File: config.mk
export PLATFORM = sky130hd
export DESIGN_NAME = hpcr_regs
export DESIGN_NICKNAME = d
export VERILOG_FILES = /design/src/hpcr_pkg.sv /design/src/hpcr_regs.sv
export SDC_FILE = /design/constraint.sdc
export NUM_CORES = 1
export LEC_CHECK = 0
export BUFFER_PORTS_ARGS = -buffer_cell sky130_fd_sc_hd__buf_2
export CAP_MARGIN = 20
export CORE_MARGIN = 3
export CORE_UTILIZATION = 50
export DETAILED_ROUTE_END_ITERATION = 16
export PLACE_DENSITY = 0.73
export SETUP_SLACK_MARGIN = 0.5
export SLEW_MARGIN = 10
export SYNTH_ARGS = -nofsm -noshare
export SYNTH_HDL_FRONTEND = slang
export SYNTH_SLANG_ARGS = --single-unit
File: constraint.sdc
create_clock -name sys_clk -period 19.5 [get_ports sys_clk]
set_input_delay 3.9 -clock sys_clk [delete_from_list [all_inputs] [get_ports sys_clk]]
set_output_delay 3.9 -clock sys_clk [all_outputs]
set_load 0.02 [all_outputs]
File: src/hpcr_pkg.sv
/*
  Package for the received-packet capture register bank: map offsets,
  field positions, reset values, capture structs and the serial port states.
  Assumes the consumer refers to every item as hpcr_pkg::name.
*/
package hpcr_pkg;

  // ----------------------------------------------------------------------
  // register map
  // ----------------------------------------------------------------------
  localparam logic [7:0] MAP_BASE          = 8'hbd;
  localparam int         MAP_LEN           = 50;
  localparam logic [7:0] MAP_LAST          = 8'hee;
  localparam logic [7:0] MPEG_PICTURE_KIND = 8'hbd;
  localparam logic [7:0] RESERVED_BE       = 8'hbe;
  localparam logic [7:0] FRESH_FLAGS_A     = 8'hbf;
  localparam logic [7:0] AUDIO_PROTECT_TYPE = 8'hc0;
  localparam logic [7:0] AUDIO_PROTECT_BYTE0 = 8'hc1;
  localparam logic [7:0] AUDIO_PROTECT_BYTE5 = 8'hc6;
  localparam logic [7:0] FRESH_FLAGS_B     = 8'hc7;
  localparam logic [7:0] REC_CODE_A_STATUS = 8'hc8;
  localparam logic [7:0] FRESH_FLAGS_C     = 8'hcf;
  localparam logic [7:0] FRESH_FLAGS_D     = 8'hd7;
  localparam logic [7:0] FRESH_FLAGS_E     = 8'he7;

  localparam int AUD_BYTES = 6;
  localparam int REC_BYTES = 17;

  // per-byte addresses of the two recording-code payloads
  localparam logic [7:0] REC_A_OFS [REC_BYTES] = '{
    8'hc9, 8'hca, 8'hcb, 8'hcc, 8'hcd, 8'hce, 8'hd0, 8'hd1, 8'hd2,
    8'hd3, 8'hd4, 8'hd5, 8'hd6, 8'hd8, 8'hd9, 8'hda, 8'hde};
  localparam logic [7:0] REC_B_OFS [REC_BYTES] = '{
    8'hdb, 8'hdc, 8'hdd, 8'he0, 8'he1, 8'he2, 8'he3, 8'he4, 8'he5,
    8'he6, 8'he8, 8'he9, 8'hea, 8'heb, 8'hec, 8'hed, 8'hee};

  // ----------------------------------------------------------------------
  // field layout
  // ----------------------------------------------------------------------
  localparam int CONT_BIT   = 7;
  localparam int VALID_BIT  = 6;
  localparam int FLAG_W     = 7;
  localparam logic [7:0] BYTE_RESET = 8'h00;
  localparam logic [2:0] BIT_LAST   = 3'h7;

  typedef enum logic [1:0] {
    HPCR_PIC_UNKNOWN = 2'h0,
    HPCR_PIC_INTRA   = 2'h1,
    HPCR_PIC_BIDIR   = 2'h2,
    HPCR_PIC_PRED    = 2'h3
  } hpcr_pic_t;

  typedef enum logic [2:0] {
    HPCR_POS_START = 3'h1,
    HPCR_POS_MID   = 3'h2,
    HPCR_POS_FINAL = 3'h4
  } hpcr_pos_t;

  // ----------------------------------------------------------------------
  // capture carriers from the packet decoder
  // ----------------------------------------------------------------------
  typedef struct packed {
    logic      upd;
    hpcr_pic_t kind;
  } hpcr_mpeg_t;

  typedef struct packed {
    logic                      upd;
    logic [7:0]                kind;
    logic [AUD_BYTES-1:0][7:0] pb;
  } hpcr_aud_t;

  typedef struct packed {
    logic                      upd;
    logic                      cont;
    logic                      valid;
    hpcr_pos_t                 pos;
    logic [REC_BYTES-1:0][7:0] pb;
  } hpcr_rec_a_t;

  typedef struct packed {
    logic                      upd;
    logic [REC_BYTES-1:0][7:0] pb;
  } hpcr_rec_b_t;

  // ----------------------------------------------------------------------
  // two-wire serial port states
  // ----------------------------------------------------------------------
  typedef enum logic [3:0] {
    HPCR_IDLE  = 4'h0,
    HPCR_ADDR  = 4'h1,
    HPCR_AACK  = 4'h3,
    HPCR_PTR   = 4'h2,
    HPCR_PACK  = 4'h6,
    HPCR_WDATA = 4'h7,
    HPCR_WACK  = 4'h5,
    HPCR_RDATA = 4'h4,
    HPCR_RACK  = 4'hc
  } hpcr_state_t;

endpackage

File: src/hpcr_regs.sv
/*
  Read-only capture register bank for received auxiliary packets, reached
  over the two-wire serial control port.
  Assumes scl and sda are already synchronous to sys_clk, and that the
  packet decoder presents one-cycle update strobes with its data.
*/
// Contract
// - picture type two-bit field, codes fixed
// - audio protection type byte passed unchanged
// - audio payload bytes zero to five consecutive
// - bit 7 flags second code packet
// - bit 6 high when status valid
// - three-bit position field of first packet
// - second payload captured only when continued
// - seven-bit fresh flag registers through map
`timescale 1ns/1ps

module hpcr_regs #(
  parameter logic [6:0] DEV_ADDR = 7'h4c // serial address, value arbitrary
) (
  input  wire logic                 sys_clk,
  input  wire logic                 reset_n,
  input  wire hpcr_pkg::hpcr_mpeg_t  mpeg_in,
  input  wire hpcr_pkg::hpcr_aud_t   aud_in,
  input  wire hpcr_pkg::hpcr_rec_a_t rec_a_in,
  input  wire hpcr_pkg::hpcr_rec_b_t rec_b_in,
  input  wire logic [6:0]           fresh_flags_in,
  input  wire logic                 scl_in,
  input  wire logic                 sda_in,
  output logic                      sda_out,
  output logic                      sda_oe_n
);

  // ----------------------------------------------------------------------
  // reset release
  // ----------------------------------------------------------------------
  logic rst_meta_reg;
  logic rst_n;

  always_ff @(posedge sys_clk or negedge reset_n) begin
    if (!reset_n) begin
      rst_meta_reg <= 1'b0;
      rst_n        <= 1'b0;
    end else begin
      rst_meta_reg <= 1'b1;
      rst_n        <= rst_meta_reg;
    end
  end

  // ----------------------------------------------------------------------
  // capture storage
  // ----------------------------------------------------------------------
  logic [7:0] mem_reg [hpcr_pkg::MAP_LEN];
  logic [6:0] fresh_reg;
  wire  [5:0] idx_mpeg   = 6'(hpcr_pkg::MPEG_PICTURE_KIND - hpcr_pkg::MAP_BASE);
  wire  [5:0] idx_type   = 6'(hpcr_pkg::AUDIO_PROTECT_TYPE - hpcr_pkg::MAP_BASE);
  wire  [5:0] idx_pb0    = 6'(hpcr_pkg::AUDIO_PROTECT_BYTE0 - hpcr_pkg::MAP_BASE);
  wire  [5:0] idx_pb5    = 6'(hpcr_pkg::AUDIO_PROTECT_BYTE5 - hpcr_pkg::MAP_BASE);
  wire  [5:0] idx_stat   = 6'(hpcr_pkg::REC_CODE_A_STATUS - hpcr_pkg::MAP_BASE);
  wire  [5:0] idx_b0     = 6'(hpcr_pkg::REC_B_OFS[0] - hpcr_pkg::MAP_BASE);
  wire        cont_saved = mem_reg[idx_stat][hpcr_pkg::CONT_BIT];
  // a second-code packet arriving with a fresh first-code packet uses the new bit
  wire        cont_now   = rec_a_in.upd ? rec_a_in.cont : cont_saved;
  wire        rec_b_take = rec_b_in.upd && cont_now;

  // the only writers are the decoder strobes and the per-clock fresh flag copy; the serial port has no path here
  always_ff @(posedge sys_clk or negedge rst_n) begin
    if (!rst_n) begin
      for (int i = 0; i < hpcr_pkg::MAP_LEN; i++) begin
        mem_reg[i] <= hpcr_pkg::BYTE_RESET;
      end
      fresh_reg <= '0;
    end else begin
      fresh_reg <= fresh_flags_in;
      if (mpeg_in.upd) begin
        mem_reg[idx_mpeg] <= {6'h00, mpeg_in.kind};
      end
      if (aud_in.upd) begin
        mem_reg[idx_type] <= aud_in.kind;
        for (int i = 0; i < hpcr_pkg::AUD_BYTES; i++) begin
          mem_reg[6'(idx_pb0 + 6'(i))] <= aud_in.pb[i];
        end
      end
      if (rec_a_in.upd) begin
        mem_reg[idx_stat] <= {rec_a_in.cont, rec_a_in.valid, 3'h0, rec_a_in.pos};
        for (int i = 0; i < hpcr_pkg::REC_BYTES; i++) begin
          mem_reg[6'(hpcr_pkg::REC_A_OFS[i] - hpcr_pkg::MAP_BASE)] <= rec_a_in.pb[i];
        end
      end
      if (rec_b_take) begin
        for (int i = 0; i < hpcr_pkg::REC_BYTES; i++) begin
          mem_reg[6'(hpcr_pkg::REC_B_OFS[i] - hpcr_pkg::MAP_BASE)] <= rec_b_in.pb[i];
        end
      end
    end
  end

  // ----------------------------------------------------------------------
  // read selection
  // ----------------------------------------------------------------------
  logic [7:0] ptr_reg;
  wire        ptr_fresh = (ptr_reg == hpcr_pkg::FRESH_FLAGS_A) ||
                          (ptr_reg == hpcr_pkg::FRESH_FLAGS_B) ||
                          (ptr_reg == hpcr_pkg::FRESH_FLAGS_C) ||
                          (ptr_reg == hpcr_pkg::FRESH_FLAGS_D) ||
                          (ptr_reg == hpcr_pkg::FRESH_FLAGS_E);
  wire        ptr_in_map = (ptr_reg >= hpcr_pkg::MAP_BASE) &&
                           (ptr_reg <= hpcr_pkg::MAP_LAST);
  wire  [5:0] ptr_idx   = 6'(ptr_reg - hpcr_pkg::MAP_BASE);
  logic [7:0] rd_byte;

  assign rd_byte = ptr_fresh  ? {1'b0, fresh_reg} :
                   ptr_in_map ? mem_reg[ptr_idx]   : hpcr_pkg::BYTE_RESET;

  // ----------------------------------------------------------------------
  // two-wire serial slave
  // ----------------------------------------------------------------------
  hpcr_pkg::hpcr_state_t state_reg;
  logic       scl_q;
  logic       sda_q;
  logic [2:0] cnt_reg;
  logic       done_reg;
  logic [7:0] sh_reg;
  logic [7:0] tx_reg;
  logic       nack_reg;
  logic       fetch_reg;

  wire scl_rise = scl_in && !scl_q;
  wire scl_fall = !scl_in && scl_q;
  wire start_ev = scl_in && scl_q && sda_q && !sda_in;
  wire stop_ev  = scl_in && scl_q && !sda_q && sda_in;
  wire addr_hit = (sh_reg[7:1] == DEV_ADDR);
  wire fall_only = scl_fall && !start_ev && !stop_ev;
  // acknowledge slots are not data bits: shifting there would eat the direction bit
  wire bit_phase = (state_reg == hpcr_pkg::HPCR_ADDR) ||
                   (state_reg == hpcr_pkg::HPCR_PTR) ||
                   (state_reg == hpcr_pkg::HPCR_WDATA) ||
                   (state_reg == hpcr_pkg::HPCR_RDATA);

  assign sda_out = 1'b0;

  always_ff @(posedge sys_clk or negedge rst_n) begin
    if (!rst_n) begin
      scl_q <= 1'b1;
      sda_q <= 1'b1;
    end else begin
      scl_q <= scl_in;
      sda_q <= sda_in;
    end
  end

  always_ff @(posedge sys_clk or negedge rst_n) begin
    if (!rst_n) begin
      state_reg <= hpcr_pkg::HPCR_IDLE;
      cnt_reg   <= '0;
      done_reg  <= 1'b0;
      sh_reg    <= '0;
      tx_reg    <= '0;
      ptr_reg   <= '0;
      nack_reg  <= 1'b0;
      sda_oe_n  <= 1'b1;
    end else if (start_ev) begin
      state_reg <= hpcr_pkg::HPCR_ADDR;
      cnt_reg   <= '0;
      done_reg  <= 1'b0;
      sda_oe_n  <= 1'b1;
    end else if (stop_ev) begin
      state_reg <= hpcr_pkg::HPCR_IDLE;
      sda_oe_n  <= 1'b1;
    end else if (scl_rise) begin
      if (state_reg == hpcr_pkg::HPCR_RACK) begin
        nack_reg <= sda_in;
      end else if (bit_phase) begin
        sh_reg   <= {sh_reg[6:0], sda_in};
        cnt_reg  <= cnt_reg + 3'h1;
        done_reg <= (cnt_reg == hpcr_pkg::BIT_LAST);
      end
    end else if (scl_fall) begin
      done_reg <= 1'b0;
      case (state_reg)
        hpcr_pkg::HPCR_ADDR: begin
          if (done_reg && addr_hit) begin
            state_reg <= hpcr_pkg::HPCR_AACK;
            sda_oe_n  <= 1'b0;
          end else if (done_reg) begin
            state_reg <= hpcr_pkg::HPCR_IDLE;
          end
        end
        hpcr_pkg::HPCR_AACK: begin
          if (sh_reg[0]) begin
            state_reg <= hpcr_pkg::HPCR_RDATA;
            tx_reg    <= {rd_byte[6:0], 1'b0};
            sda_oe_n  <= rd_byte[7];
          end else begin
            state_reg <= hpcr_pkg::HPCR_PTR;
            sda_oe_n  <= 1'b1;
          end
        end
        hpcr_pkg::HPCR_PTR: begin
          if (done_reg) begin
            state_reg <= hpcr_pkg::HPCR_PACK;
            ptr_reg   <= sh_reg;
            sda_oe_n  <= 1'b0;
          end
        end
        hpcr_pkg::HPCR_PACK: begin
          state_reg <= hpcr_pkg::HPCR_WDATA;
          sda_oe_n  <= 1'b1;
        end
        hpcr_pkg::HPCR_WDATA: begin
          if (done_reg) begin
            state_reg <= hpcr_pkg::HPCR_WACK;
            sda_oe_n  <= 1'b0;
          end
        end
        hpcr_pkg::HPCR_WACK: begin
          state_reg <= hpcr_pkg::HPCR_WDATA;
          ptr_reg   <= ptr_reg + 8'h01;
          sda_oe_n  <= 1'b1;
        end
        hpcr_pkg::HPCR_RDATA: begin
          if (done_reg) begin
            state_reg <= hpcr_pkg::HPCR_RACK;
            sda_oe_n  <= 1'b1;
          end else begin
            tx_reg   <= {tx_reg[6:0], 1'b0};
            sda_oe_n <= tx_reg[7];
          end
        end
        hpcr_pkg::HPCR_RACK: begin
          // master nack ends the read; the pointer still moves past the last byte
          ptr_reg <= ptr_reg + 8'h01;
          if (nack_reg) begin
            state_reg <= hpcr_pkg::HPCR_IDLE;
          end else begin
            state_reg <= hpcr_pkg::HPCR_RDATA;
          end
        end
        default: begin
          state_reg <= hpcr_pkg::HPCR_IDLE;
        end
      endcase
    end else if (fetch_reg) begin
      tx_reg   <= {rd_byte[6:0], 1'b0};
      sda_oe_n <= rd_byte[7];
    end
  end

  // next byte is fetched after the pointer steps, one clock after the ack fall
  always_ff @(posedge sys_clk or negedge rst_n) begin
    if (!rst_n) begin
      fetch_reg <= 1'b0;
    end else begin
      fetch_reg <= scl_fall && (state_reg == hpcr_pkg::HPCR_RACK) && !nack_reg &&
                   !start_ev && !stop_ev;
    end
  end
endmodule

Word level (Yosys, flattened, before mapping):

Cells that the tools add are included.

* bits in writable memories: 0
* logic and storage cells: 204
* output and inout port bits: 2
* bits in read-only memories: 0
* input port bits: 350
* bits in latches: 0
* memories kept: 0
* register bits after elaboration: 446

* reduce and logical (&&, ||, !) cells: 46
* shift-type cells: 0
* add/sub/neg operators: 3
* equal/unequal tests: 31
* multiply operators: 0
* order comparisons: 3
* muxes and demuxes: 52
* div/mod/pow operators: 0
* bitwise logic cells: 5

Operators with widths (number)
* $mux W400: 1
* $mux W376: 1
* $mux W312: 1
* $mux W56: 2
* $mux W8: 9
* $bmux W8 S6: 1
* $eq A8 B8 Y1 const B: 5
* $mux W4: 9
* $pmux W8 S2: 2
* $pmux W4 S7: 1
* $mux W24: 1
* $mux W3: 7
* $eq A4 B3 Y1 const B: 4
* $mux W1: 16
* $logic_and A1 B1 Y1: 14
* $ne A4 B4 Y1 const B: 3
* $reduce_and A4 Y1: 3
* $reduce_and A6 Y1: 2
* $ne A5 B4 Y1 const B: 2
* $reduce_and A5 Y1: 2
* $ne A3 B1 Y1 const B: 3
* $ne A3 B3 Y1 const B: 3
* $add A8 B1 Y8 const B: 1
* $eq A4 B2 Y1 const B: 2
* other kinds (22): 45

Logic depth before layout (Yosys ltp):

Gate-level depths: netlist (run 1).

* depth after elaboration: 13
* gate-level depth with buffers: 15
* mapped depth without buffers: 8

Worst setup path after synthesis (run 1):

No wires, ideal clock.

* kind: input-to-reg
* start: in rec_a_in[141] (netlist name)
* end: reg mem_reg[100] (netlist name)
* setup slack: 13978 ps
* buffers on the path: 3
* arrival time: 5397 ps
* required time: 19375 ps
* stages on the path: 6
* library setup time: 125 ps
* cells stage by stage: clkbuf_1 -> mux2_2 -> nand2_1 -> buf_2 -> buf_2 -> mux2_2

* word-level cells in the longest chain between the ends: 3

Ends and longest elaborated chain
* start: declaration: line hpcr_regs.sv:25 `input wire hpcr_pkg::hpcr_rec_a_t rec_a_in,`
* $mux W1: line hpcr_regs.sv:63 `wire cont_now = rec_a_in.upd ? rec_a_in.cont : cont_saved;`
* $logic_and A1 B1 Y1: line hpcr_regs.sv:64 `wire rec_b_take = rec_b_in.upd && cont_now;`
* $mux W56: line hpcr_regs.sv:90 `if (rec_b_take) begin`
* end signal: indexed assignment: line hpcr_regs.sv:70 `mem_reg[i] <= hpcr_pkg::BYTE_RESET;`
* end signal: indexed assignment: line hpcr_regs.sv:87 `mem_reg[6'(hpcr_pkg::REC_A_OFS[i] - hpcr_pkg::MAP_BASE)] <= rec_a_in.pb[i];`
* end signal: indexed assignment: line hpcr_regs.sv:92 `mem_reg[6'(hpcr_pkg::REC_B_OFS[i] - hpcr_pkg::MAP_BASE)] <= rec_b_in.pb[i];`
* end: declaration: line hpcr_regs.sv:53 `logic [7:0] mem_reg [hpcr_pkg::MAP_LEN];`

No other way between the ends.
A chain may end at the register's enable or synchronous reset.

Final worst setup path (run 1):

* start: in rec_a_in[141] (netlist name)
* end: reg mem_reg[40] (netlist name)

Same word-level chain as after synthesis.

==> impl_metrics.env, run 1 <==
export IMPL_status="finished, final reports clean"
export IMPL_cap_violations=0
export IMPL_clk_root_buffer_cell="clkbuf_16"
export IMPL_grt_use_met3_pct=6.217
export IMPL_fin_crit_ns=6.422
export IMPL_timing_final_crit_share_pct=32.93
export IMPL_avgSynthCellArea_sq_um=13.73
export IMPL_n_fill_cell=2865
export IMPL_cts_tree="done"
export IMPL_synth_area_leader_cell="dfrtp_1"
export IMPL_rsz0062_at_grt="no"
export IMPL_slowest_delay_ns=0.87
export IMPL_tightest_slew_ns=1.092
export IMPL_numCtsBuffers=42
export IMPL_routed_via_density=5.736
export IMPL_power_total_mw=2.825
export IMPL_grt_pass1_wl_microns=74890
export IMPL_crit_chain="buf_6 -> mux2_2 -> nand2_4 -> buf_4 -> mux2_2"
export IMPL_multi_input_area_sq_mm=0.008123
export IMPL_drt_iter0_drc=757
export IMPL_holdPathStages=0
export IMPL_drt_wl_total_microns=48600
export IMPL_critPathMaxFanout=76
export IMPL_grt_use_met1_pct=32.85
export IMPL_clkTransAtPathRegs_ns=0.06
export IMPL_path_depth=5
export IMPL_area_growth_pct=19.25
export IMPL_critPathArrivalTime_ns=6.86
export IMPL_grtUsageMet2_pct=41.40
export IMPL_ff_latch_area_sq_mm=0.009520
export IMPL_grt_max_degree=84
export IMPL_dpl_hpwl_microns=34440
export IMPL_cts_sinks=380
export IMPL_setup_viol_count_final=0
export IMPL_ir_drop_v=0.00008982
export IMPL_synth_cells=1318
export IMPL_ys_seq_area_share_pct=52.56
export IMPL_slew_headroom_pct=27.21
export IMPL_skew_ns=0.02115
export IMPL_synthesis_area_sq_mm=0.01810
export IMPL_port_buffers=350
export IMPL_drive_gt1_share_pct=52.37
export IMPL_vias=12300
export IMPL_syn_num_nets=1677
export IMPL_track_usage_pct=25.19
export IMPL_largest_reg_flops=335
export IMPL_post_route_util_pct=60.53
export IMPL_start_util_pct=50.76
export IMPL_hold_viol=0
export IMPL_drt_pass1_iter_count=6
export IMPL_whs_ns=0.3531
export IMPL_critPathLaunchType="input port"
export IMPL_coreArea_sq_mm=0.03566
export IMPL_clockBufferDepth=3
export IMPL_netlist_top_cells_area="dfrtp_1 (52%), mux2_2 (23%), mux4_2 (5.8%), mux2i_1 (2.3%), o21ai_0 (1.2%)"
export IMPL_total_leakage_power_nw=9.551
export IMPL_worstSetupPathType="in2reg"
export IMPL_grt_pass1_vias=12860
export IMPL_crit_required_ns=19.94
export IMPL_crit_slowest_cell="buf_4"
export IMPL_synth_ff_type="dfrtp_1"
export IMPL_synth_edf_count=0
export IMPL_pin_count=352
export IMPL_num_rows=69
export IMPL_post_cts_resized=0
export IMPL_wire_per_inst_microns=22.67
export IMPL_synth_top_area_share_pct=52.13
export IMPL_totalNegativeSetupSlack_ns=0
export IMPL_critPathTopFamily="buffers and inverters"
export IMPL_antenna_left=0
export IMPL_power_density_mw_per_mm2=130.9
export IMPL_die_area_sq_mm=0.03852
export IMPL_htree_num_levels=2
export IMPL_place_congestion=0.8399
export IMPL_die_x_microns=196.3
export IMPL_cp_end_kind="flop"
export IMPL_die_h_microns=196.3
export IMPL_crit_top_cell="mux2_2"
export IMPL_ys_types=81
export IMPL_finalNetCount=1997
export IMPL_hold_path_class="reg2reg"
export IMPL_cp_num_buf_inv=2
export IMPL_r2r_slack_ns=14.85
export IMPL_drcViolationCount=0
export IMPL_yosysWarnings=0
export IMPL_antenna_found_initial=23
export IMPL_ys_ff_latch=380
export IMPL_clkLatencyLatePin_ns=0.56
export IMPL_grt_overflow_total=0
export IMPL_post_cts_setup_buffer_count=0
export IMPL_cts_hold_buf=0
export IMPL_synth_async_reset_ratio_pct=100.0
export IMPL_slew_viol_final=0
export IMPL_max_freq_ghz=0.1557
export IMPL_busiest_layer="met2"
export IMPL_worstRegToRegCells=8
==> stage by stage <==
| step | cell area, sq um | setup WS (ns) | cells |
|---|---|---|---|
| floorplan | 18100 | 8.130 | 1318 |
| detailed placement | 20140 | 12.51 | 2053 |
| finish | 21580 | 13.08 | 2144 |
| global placement | 20140 | 12.57 | 2053 |
| CTS | 21490 | 13.10 | 2126 |
| global route | 21570 | 12.92 | 2141 |
==> layout by cell type, fill, tap and decap left out, types with 4 or more instances in the layout <==
| cell type | count |
|---|---|
| nor2b_1 | 5 |
| nand3_1 | 20 |
| a221oi_1 | 19 |
| mux2_2 | 371 |
| o31ai_1 | 8 |
| dfrtp_1 | 375 |
| ha_1 | 8 |
| xor2_1 | 5 |
| a221o_1 | 4 |
| o21ai_0 | 43 |
| clkinv_2 | 4 |
| nor3_1 | 17 |
| nor2_1 | 40 |
| clkbuf_8 | 12 |
| mux2i_1 | 42 |
| nand2b_1 | 9 |
| and3_1 | 5 |
| nand2_1 | 49 |
| o211ai_1 | 9 |
| or3_1 | 4 |
| buf_2 | 349 |
| o311ai_0 | 4 |
| clkbuf_1 | 11 |
| clkbuf_16 | 42 |
| a21oi_1 | 37 |
| o2111ai_1 | 4 |
| mux4_2 | 47 |
| a31oi_1 | 5 |
| o2bb2ai_1 | 5 |
| a22o_1 | 8 |
| inv_1 | 13 |
| diode_2 | 16 |
| buf_4 | 14 |
==> kinds of logic after synthesis <==
| kind of cell | Yosys count | share of synthesized area (%) |
|---|---|---|
| muxes | 461 | 31.40 |
| xor gates and xnor gates | 12 | 0.8712 |
| adders and majority gates | 10 | 0.6775 |
| AOI/OAI and AO/OA | 176 | 6.837 |
| buffers and inverters | 104 | 2.821 |
| and+or+nand+nor | 173 | 4.791 |
| other | 2 | 0.04149 |
| DFF | 380 | 52.56 |
==> path summary, 6_finish.rpt <==
check,endpoint,startpoint
worst max-delay path,mem_reg[40],rec_a_in[141]
worst min-delay path,rst_n,rst_meta_reg
worst max register to register,tx_reg[1],ptr_reg[0]
worst min register to register,rst_n,rst_meta_reg
max in group asynchronous,rst_n,reset_n
min in group asynchronous,mem_reg[273],rst_n
==> layout make-up <==
cell class / count / area share [%]
Sequential cell: 380 / 44.11
Multi-Input combinational cell: 834 / 37.64
Timing Repair Buffer: 366 / 8.887
Clock buffer: 65 / 5.826
Tap cell: 461 / 2.673
Clock inverter: 8 / 0.4348
Inverter: 14 / 0.2435
Antenna cell: 16 / 0.1855
==> synthesized netlist by cell type (all sizes together), types with 3 or more instances <==
master and count:
a21oi 37, a221o 4, a221oi 19, a22o 8, a31oi 5, and2 5, and3 5, buf 48
clkbuf 42, dfrtp 377, dfstp 3, ha 9, inv 14, mux2 371, mux2i 42, mux4 48
nand2 50, nand2b 9, nand3 20, nand4b 3, nor2 41, nor2b 5, nor3 18, nor4b 3
o2111ai 5, o211ai 10, o21ai 45, o2bb2ai 5, o311ai 5, o31ai 8, or3 4, xnor2 5
xor2 7
==> power by group <==
group / internal, mW / leakage, nW / switching (mW)
clock: 0.457 / 0.664 / 0.319
combinational: 0.468 / 4.40 / 0.568
sequential: 0.908 / 4.49 / 0.104
==> layer usage <==
metal	part of all wire [%]	wire [microns]	vias up
li1	-	-	5551
met1	41	19810	6240
met2	50	24070	384
met3	6.6	3200	104
met4	2.9	1416	18
met5	0.21	100	-
(Power assumes the default switching activity.)
==> run 2, diff against run 1 <==
clock period = 6.3 ns   (was 19.5 ns; I/O delays follow)
==> run 2 against run 1 <==
  * Cell count about the same
  * Non-clock buffer count decreased by 3
  * Global-route usage increased by 0.86 points
  * Die area unchanged
  * Sequential cell count unchanged
  * Hold slack got worse by 0.0021 ns
  * Sequential power increased to 3.2 times the previous value
  * Worst setup slack got worse by 11 ns
  * Clock skew increased by 0.010 ns
  * Via count increased by 1.5%
  * Critical endpoint is now tx_reg[5]
  * Highest routed layer unchanged
  * Clock power increased to 3.2 times the previous value
  * Critical path type is now reg2reg
==> impl_metrics.env, run 2 (synthesis results as in run 1) <==
export IMPL_status="finished, final reports clean"
export IMPL_stdcell_area_sq_mm=0.02160
export IMPL_switching_share_pct=34.57
export IMPL_place_congestion=0.8665
export IMPL_wire_per_inst_microns=23.48
export IMPL_slew_viol_final=0
export IMPL_clk_root_buffer_cell="clkbuf_16"
export IMPL_multi_input_area_sq_mm=0.008112
export IMPL_drive_gt1_share_pct=52.55
export IMPL_largest_reg_flops=335
export IMPL_die_x_microns=196.3
export IMPL_routed_via_density=5.818
export IMPL_totalNegativeSetupSlack_ns=0
export IMPL_port_buffers=350
export IMPL_critPathArrivalTime_ns=5.03
export IMPL_critPathLaunchType="flop"
export IMPL_grt_pass1_vias=13090
export IMPL_cts_hold_buf=0
export IMPL_clkLatencyLatePin_ns=0.58
export IMPL_fin_crit_ns=4.581
export IMPL_p_clk_share_pct=28.7
export IMPL_place_area_sq_mm=0.02014
export IMPL_cp_end_kind="flop"
export IMPL_crit_chain="inv_2 -> ha_4 -> buf_4 -> mux2i_1 -> o2bb2ai_1 -> mux2i_1 -> a21oi_1 -> a2111oi_0 -> o31ai_1"
export IMPL_start_util_pct=50.76
export IMPL_crit_slowest_cell="ha_4"
export IMPL_cap_violations=0
export IMPL_tightest_slew_ns=1.110
export IMPL_pin_count=352
export IMPL_coreArea_sq_mm=0.03566
export IMPL_cts_sinks=380
export IMPL_numCtsBuffers=42
export IMPL_grt_pass1_wl_microns=76730
export IMPL_setup_viol_count_final=0
export IMPL_p_switching_mw=3.035
export IMPL_slowest_delay_ns=1.14
export IMPL_htree_num_levels=2
export IMPL_rsz0062_at_grt="no"
export IMPL_num_rows=69
export IMPL_drt_iter0_drc=986
export IMPL_dpl_hpwl_microns=36170
export IMPL_slew_headroom_pct=26.02
export IMPL_vias=12480
export IMPL_crit_required_ns=6.74
export IMPL_power_total_mw=8.779
export IMPL_finalNetCount=1994
export IMPL_post_cts_resized=0
export IMPL_grt_max_degree=172
export IMPL_drcViolationCount=0
export IMPL_layout_common_cells="dfrtp_1 (375), mux2_2 (371), buf_2 (349), nand2_1 (49), mux4_2 (47)"
export IMPL_power_density_mw_per_mm2=406.5
export IMPL_clockBufferDepth=3
export IMPL_layout_commonest_cell="dfrtp_1"
export IMPL_clkTransAtPathRegs_ns=0.06
export IMPL_antenna_found_initial=31
export IMPL_cts_tree="done"
export IMPL_track_usage_pct=26.06
export IMPL_grt_overflow_total=0
export IMPL_ff_latch_area_sq_mm=0.009520
export IMPL_die_area_sq_mm=0.03852
export IMPL_drt_pass1_iter_count=6
export IMPL_skew_ns=0.03127
export IMPL_critPathMaxFanout=69
export IMPL_hold_viol=0
export IMPL_ir_drop_v=0.0004593
export IMPL_n_fill_cell=2851
export IMPL_antenna_left=0
export IMPL_drt_wl_total_microns=50360
export IMPL_seq_power_share_pct=36.4
export IMPL_area_growth_pct=19.33
export IMPL_post_cts_setup_buffer_count=0
export IMPL_timing_final_crit_share_pct=72.72
export IMPL_worstSetupPathType="reg2reg"
export IMPL_total_leakage_power_nw=9.561
export IMPL_die_h_microns=196.3
export IMPL_max_freq_ghz=0.2183
export IMPL_intPower_mw=5.744
export IMPL_hold_path_class="reg2reg"
export IMPL_crit_top_cell="mux2i_1"
export IMPL_combPwrFrac_pct=35.0
==> run 2: cell count changes in the layout (fill, tap and decap cells not counted), sizes merged <==
cell,delta
clkinv,+6
clkbuf,-5
buf,-3
bufinv,+2
clkinvlp,+1
diode,+1
inv,-1
==> run 2: routing by layer <==
layer / track usage, % / up-vias / share of wire (%)
li1: - / 5564 / -
met5: 0 / - / 0.32
met3: 9.016 / 141 / 8.6
met4: 10.91 / 28 / 3.8
met2: 40.45 / 479 / 47
met1: 33.64 / 6268 / 40
==> run 2: cell type report <==
| cell class | count | area share (%) |
|---|---|---|
| timing repair buffer | 363 | 8.707 |
| inverter | 14 | 0.2433 |
| tap | 461 | 2.671 |
| antenna | 17 | 0.1970 |
| clock buffer | 60 | 5.695 |
| multi-input combinational | 834 | 37.56 |
| sequential | 380 | 44.08 |
| clock inverter | 16 | 0.8458 |
==> run 2: path summary, 6_finish.rpt <==
path	from	endpoint	slack, ns	cells after the start
setup / recovery	ptr_reg[0]	tx_reg[5]	1.72	9
hold / removal	rst_meta_reg	rst_n	0.35	0
setup reg to reg	ptr_reg[0]	tx_reg[5]	1.72	9
hold reg to reg	rst_meta_reg	rst_n	0.35	0
max in group asynchronous	rst_n	mem_reg[133]	4.33	1
min in group asynchronous	reset_n	rst_n	0.47	1
==> run 2: per-stage QoR <==
step / utilization [%] / hold WS (ns) / setup WS [ns] / instances
after floorplan: - / 0.3312 / 2.561 / 1318
after global placement: 56.49 / 0.3386 / 1.858 / 2052
after detailed placement: 56.49 / 0.3420 / 1.756 / 2052
after CTS: 60.45 / 0.3552 / 1.757 / 2128
after global routing: 60.56 / 0.3568 / 1.481 / 2143
final: 60.57 / 0.3510 / 1.719 / 2145
==> run 2: power groups by stage <==
| stage | combinational, mW | clock [mW] | sequential (mW) |
|---|---|---|---|
| CTS | 3.07 | 2.55 | 3.19 |
| floorplan | 2.35 | 0 | 3.03 |
| global route | 3.30 | 2.66 | 3.25 |
| detailed placement | 3.06 | 0 | 3.23 |
| global placement | 3.00 | 0 | 3.22 |
| finish | 3.07 | 2.52 | 3.19 |
==> run 2: critical path: cells and delay by family (launching register included) <==
kind                       cells  cell delay, ns
adders and majority gates      1            1.14
DFF                            1            0.89
muxes                          2            0.42
buffers and inverters          2            1.00
AOI/OAI and AO/OA              4            0.88
==> run 3, diff against run 2 <==
PLACE_DENSITY = 0.76   (was 0.73)
clock period = 4.1 ns   (was 6.3 ns; I/O delays follow)
==> run 3 against run 2 <==
  * Count of clock-buffer cells in the layout is the same
  * Register-to-register slack lost 1.1 ns
  * Critical path type unchanged
  * Cell area barely moved
  * Highest routed layer unchanged
  * First-iteration DRC count decreased by 21%
  * Core utilization hardly changed
  * Power rose by 53%
  * Critical endpoint is now tx_reg[2]
  * Sequential cell count unchanged
  * Die area stayed put
  * Largest power group is now combinational cells
==> impl_metrics.env, run 3 (synthesis results as in run 1) <==
export IMPL_cts_sinks=380
export IMPL_totalNegativeSetupSlack_ns=0
export IMPL_track_usage_pct=25.62
export IMPL_grt_pass1_vias=13250
export IMPL_layout_commonest_cell="dfrtp_1"
export IMPL_setup_viol_count_final=0
export IMPL_clkLatencyLatePin_ns=0.57
export IMPL_hold_viol=0
export IMPL_drt_iter0_drc=777
export IMPL_multi_input_area_sq_mm=0.008113
export IMPL_power_density_mw_per_mm2=620.6
export IMPL_drive_gt1_share_pct=52.57
export IMPL_wire_per_inst_microns=23.16
export IMPL_routed_via_density=5.804
export IMPL_worstSetupPathType="reg2reg"
export IMPL_clkTransAtPathRegs_ns=0.06
export IMPL_die_h_microns=196.3
export IMPL_htree_num_levels=2
export IMPL_post_cts_setup_buffer_count=0
export IMPL_whs_ns=0.02954
export IMPL_crit_required_ns=4.54
export IMPL_antenna_left=0
export IMPL_place_area_sq_mm=0.02025
export IMPL_area_growth_pct=19.24
export IMPL_skew_ns=0.02500
export IMPL_layout_common_cells="dfrtp_1 (375), mux2_2 (371), buf_2 (349), nand2_1 (49), mux4_2 (47)"
export IMPL_drt_pass1_iter_count=6
export IMPL_status="finished, final reports clean"
export IMPL_cts_hold_buf=0
export IMPL_place_congestion=0.8942
export IMPL_slew_headroom_pct=26.21
export IMPL_die_x_microns=196.3
export IMPL_fin_crit_ns=3.454
export IMPL_drcViolationCount=0
export IMPL_timing_final_crit_share_pct=84.24
export IMPL_combPwrFrac_pct=37.3
export IMPL_intPower_mw=8.717
export IMPL_cap_violations=0
export IMPL_numCtsBuffers=42
export IMPL_p_switching_mw=4.677
export IMPL_port_buffers=350
export IMPL_slew_viol_final=0
export IMPL_critPathMaxFanout=36
export IMPL_cts_tree="done"
export IMPL_coreArea_sq_mm=0.03566
export IMPL_grt_max_degree=114
export IMPL_antenna_found_initial=18
export IMPL_n_fill_cell=2788
export IMPL_drt_wl_total_microns=49510
export IMPL_total_leakage_power_nw=9.571
export IMPL_hold_path_class="in2async"
export IMPL_seq_power_share_pct=35.7
export IMPL_vias=12410
export IMPL_cp_end_kind="flop"
export IMPL_grt_pass1_wl_microns=76190
export IMPL_ff_latch_area_sq_mm=0.009520
export IMPL_finalNetCount=2004
export IMPL_pin_count=352
export IMPL_die_area_sq_mm=0.03852
export IMPL_ir_drop_v=0.0005224
export IMPL_dpl_hpwl_microns=35830
export IMPL_p_clk_share_pct=27.0
export IMPL_start_util_pct=50.76
export IMPL_switching_share_pct=34.92
export IMPL_largest_reg_flops=335
export IMPL_clk_root_buffer_cell="clkbuf_16"
export IMPL_critPathArrivalTime_ns=3.90
export IMPL_tightest_slew_ns=1.101
export IMPL_max_freq_ghz=0.2895
export IMPL_critPathLaunchType="flop"
export IMPL_grt_overflow_total=0
export IMPL_rsz0062_at_grt="no"
export IMPL_clockBufferDepth=3
export IMPL_num_rows=69
export IMPL_stdcell_area_sq_mm=0.02158
## run 3: metrics by stage
| step | util [%] | total power [mW] | worst slack (ns) | cells |
|---|---|---|---|---|
| after global placement | 56.81 | 9.728 | 0.6829 | 2062 |
| after global routing | 60.51 | 14.08 | 0.5226 | 2136 |
| after floorplan | - | 8.268 | 0.3605 | 1318 |
| after detailed placement | 56.81 | 9.833 | 0.6706 | 2062 |
| after CTS | 60.47 | 13.50 | 0.6757 | 2131 |
| final | 60.53 | 13.39 | 0.6463 | 2138 |
## run 3: critical path: stages, from the launching register on
cell and delay, ns:
dfrtp_1 0.56, inv_1 0.15, ha_4 0.68, buf_4 0.50, mux2_2 0.40, a221oi_1 0.45, nor3_1 0.12, nor3_1 0.31
o31ai_1 0.13
## run 3: layout make-up
cell class / count / share of cell area, %
antenna: 7 / 0.08117
timing repair buffer: 373 / 9.236
multi-input combinational: 834 / 37.59
tap: 461 / 2.673
sequential: 380 / 44.12
clock inverter: 9 / 0.4580
inverter: 14 / 0.2435
clock buffer: 60 / 5.601
## run 3: per-layer routing
metal,share of wire (%),routed length (microns),GRT usage (%)
met1,40,19810,32.93
met3,7.0,3487,6.921
met4,2.5,1247,7.077
met5,0.26,129,0
met2,50,24830,43.20
## run 3: final timing paths
kind                       slack (ns)          from            to  depth (start not counted)
max                              0.65    ptr_reg[1]     tx_reg[2]                          8
min                              0.03       reset_n         rst_n                          1
max reg2reg                      0.65    ptr_reg[1]     tx_reg[2]                          8
min reg2reg                      0.25         rst_n  mem_reg[288]                          0
max in group asynchronous        2.68         rst_n   mem_reg[87]                          1
min in group sys_clk             0.35  rst_meta_reg         rst_n                          0
## run 3: repair_timing
action / CTS / global route
hold endpoints to repair: 0 / 0
setup endpoints to repair: 0 / 1
gates resized for setup: 0 / 1
## run 3: power groups by stage
stage | registers (mW) | clock network [mW] | logic [mW]
final | 4.78 | 3.62 | 4.99
after global routing | 4.85 | 3.85 | 5.37
after CTS | 4.77 | 3.71 | 5.02
after detailed placement | 4.83 | 0 | 5.00
after global placement | 4.80 | 0 | 4.93
after floorplan | 4.66 | 0 | 3.61
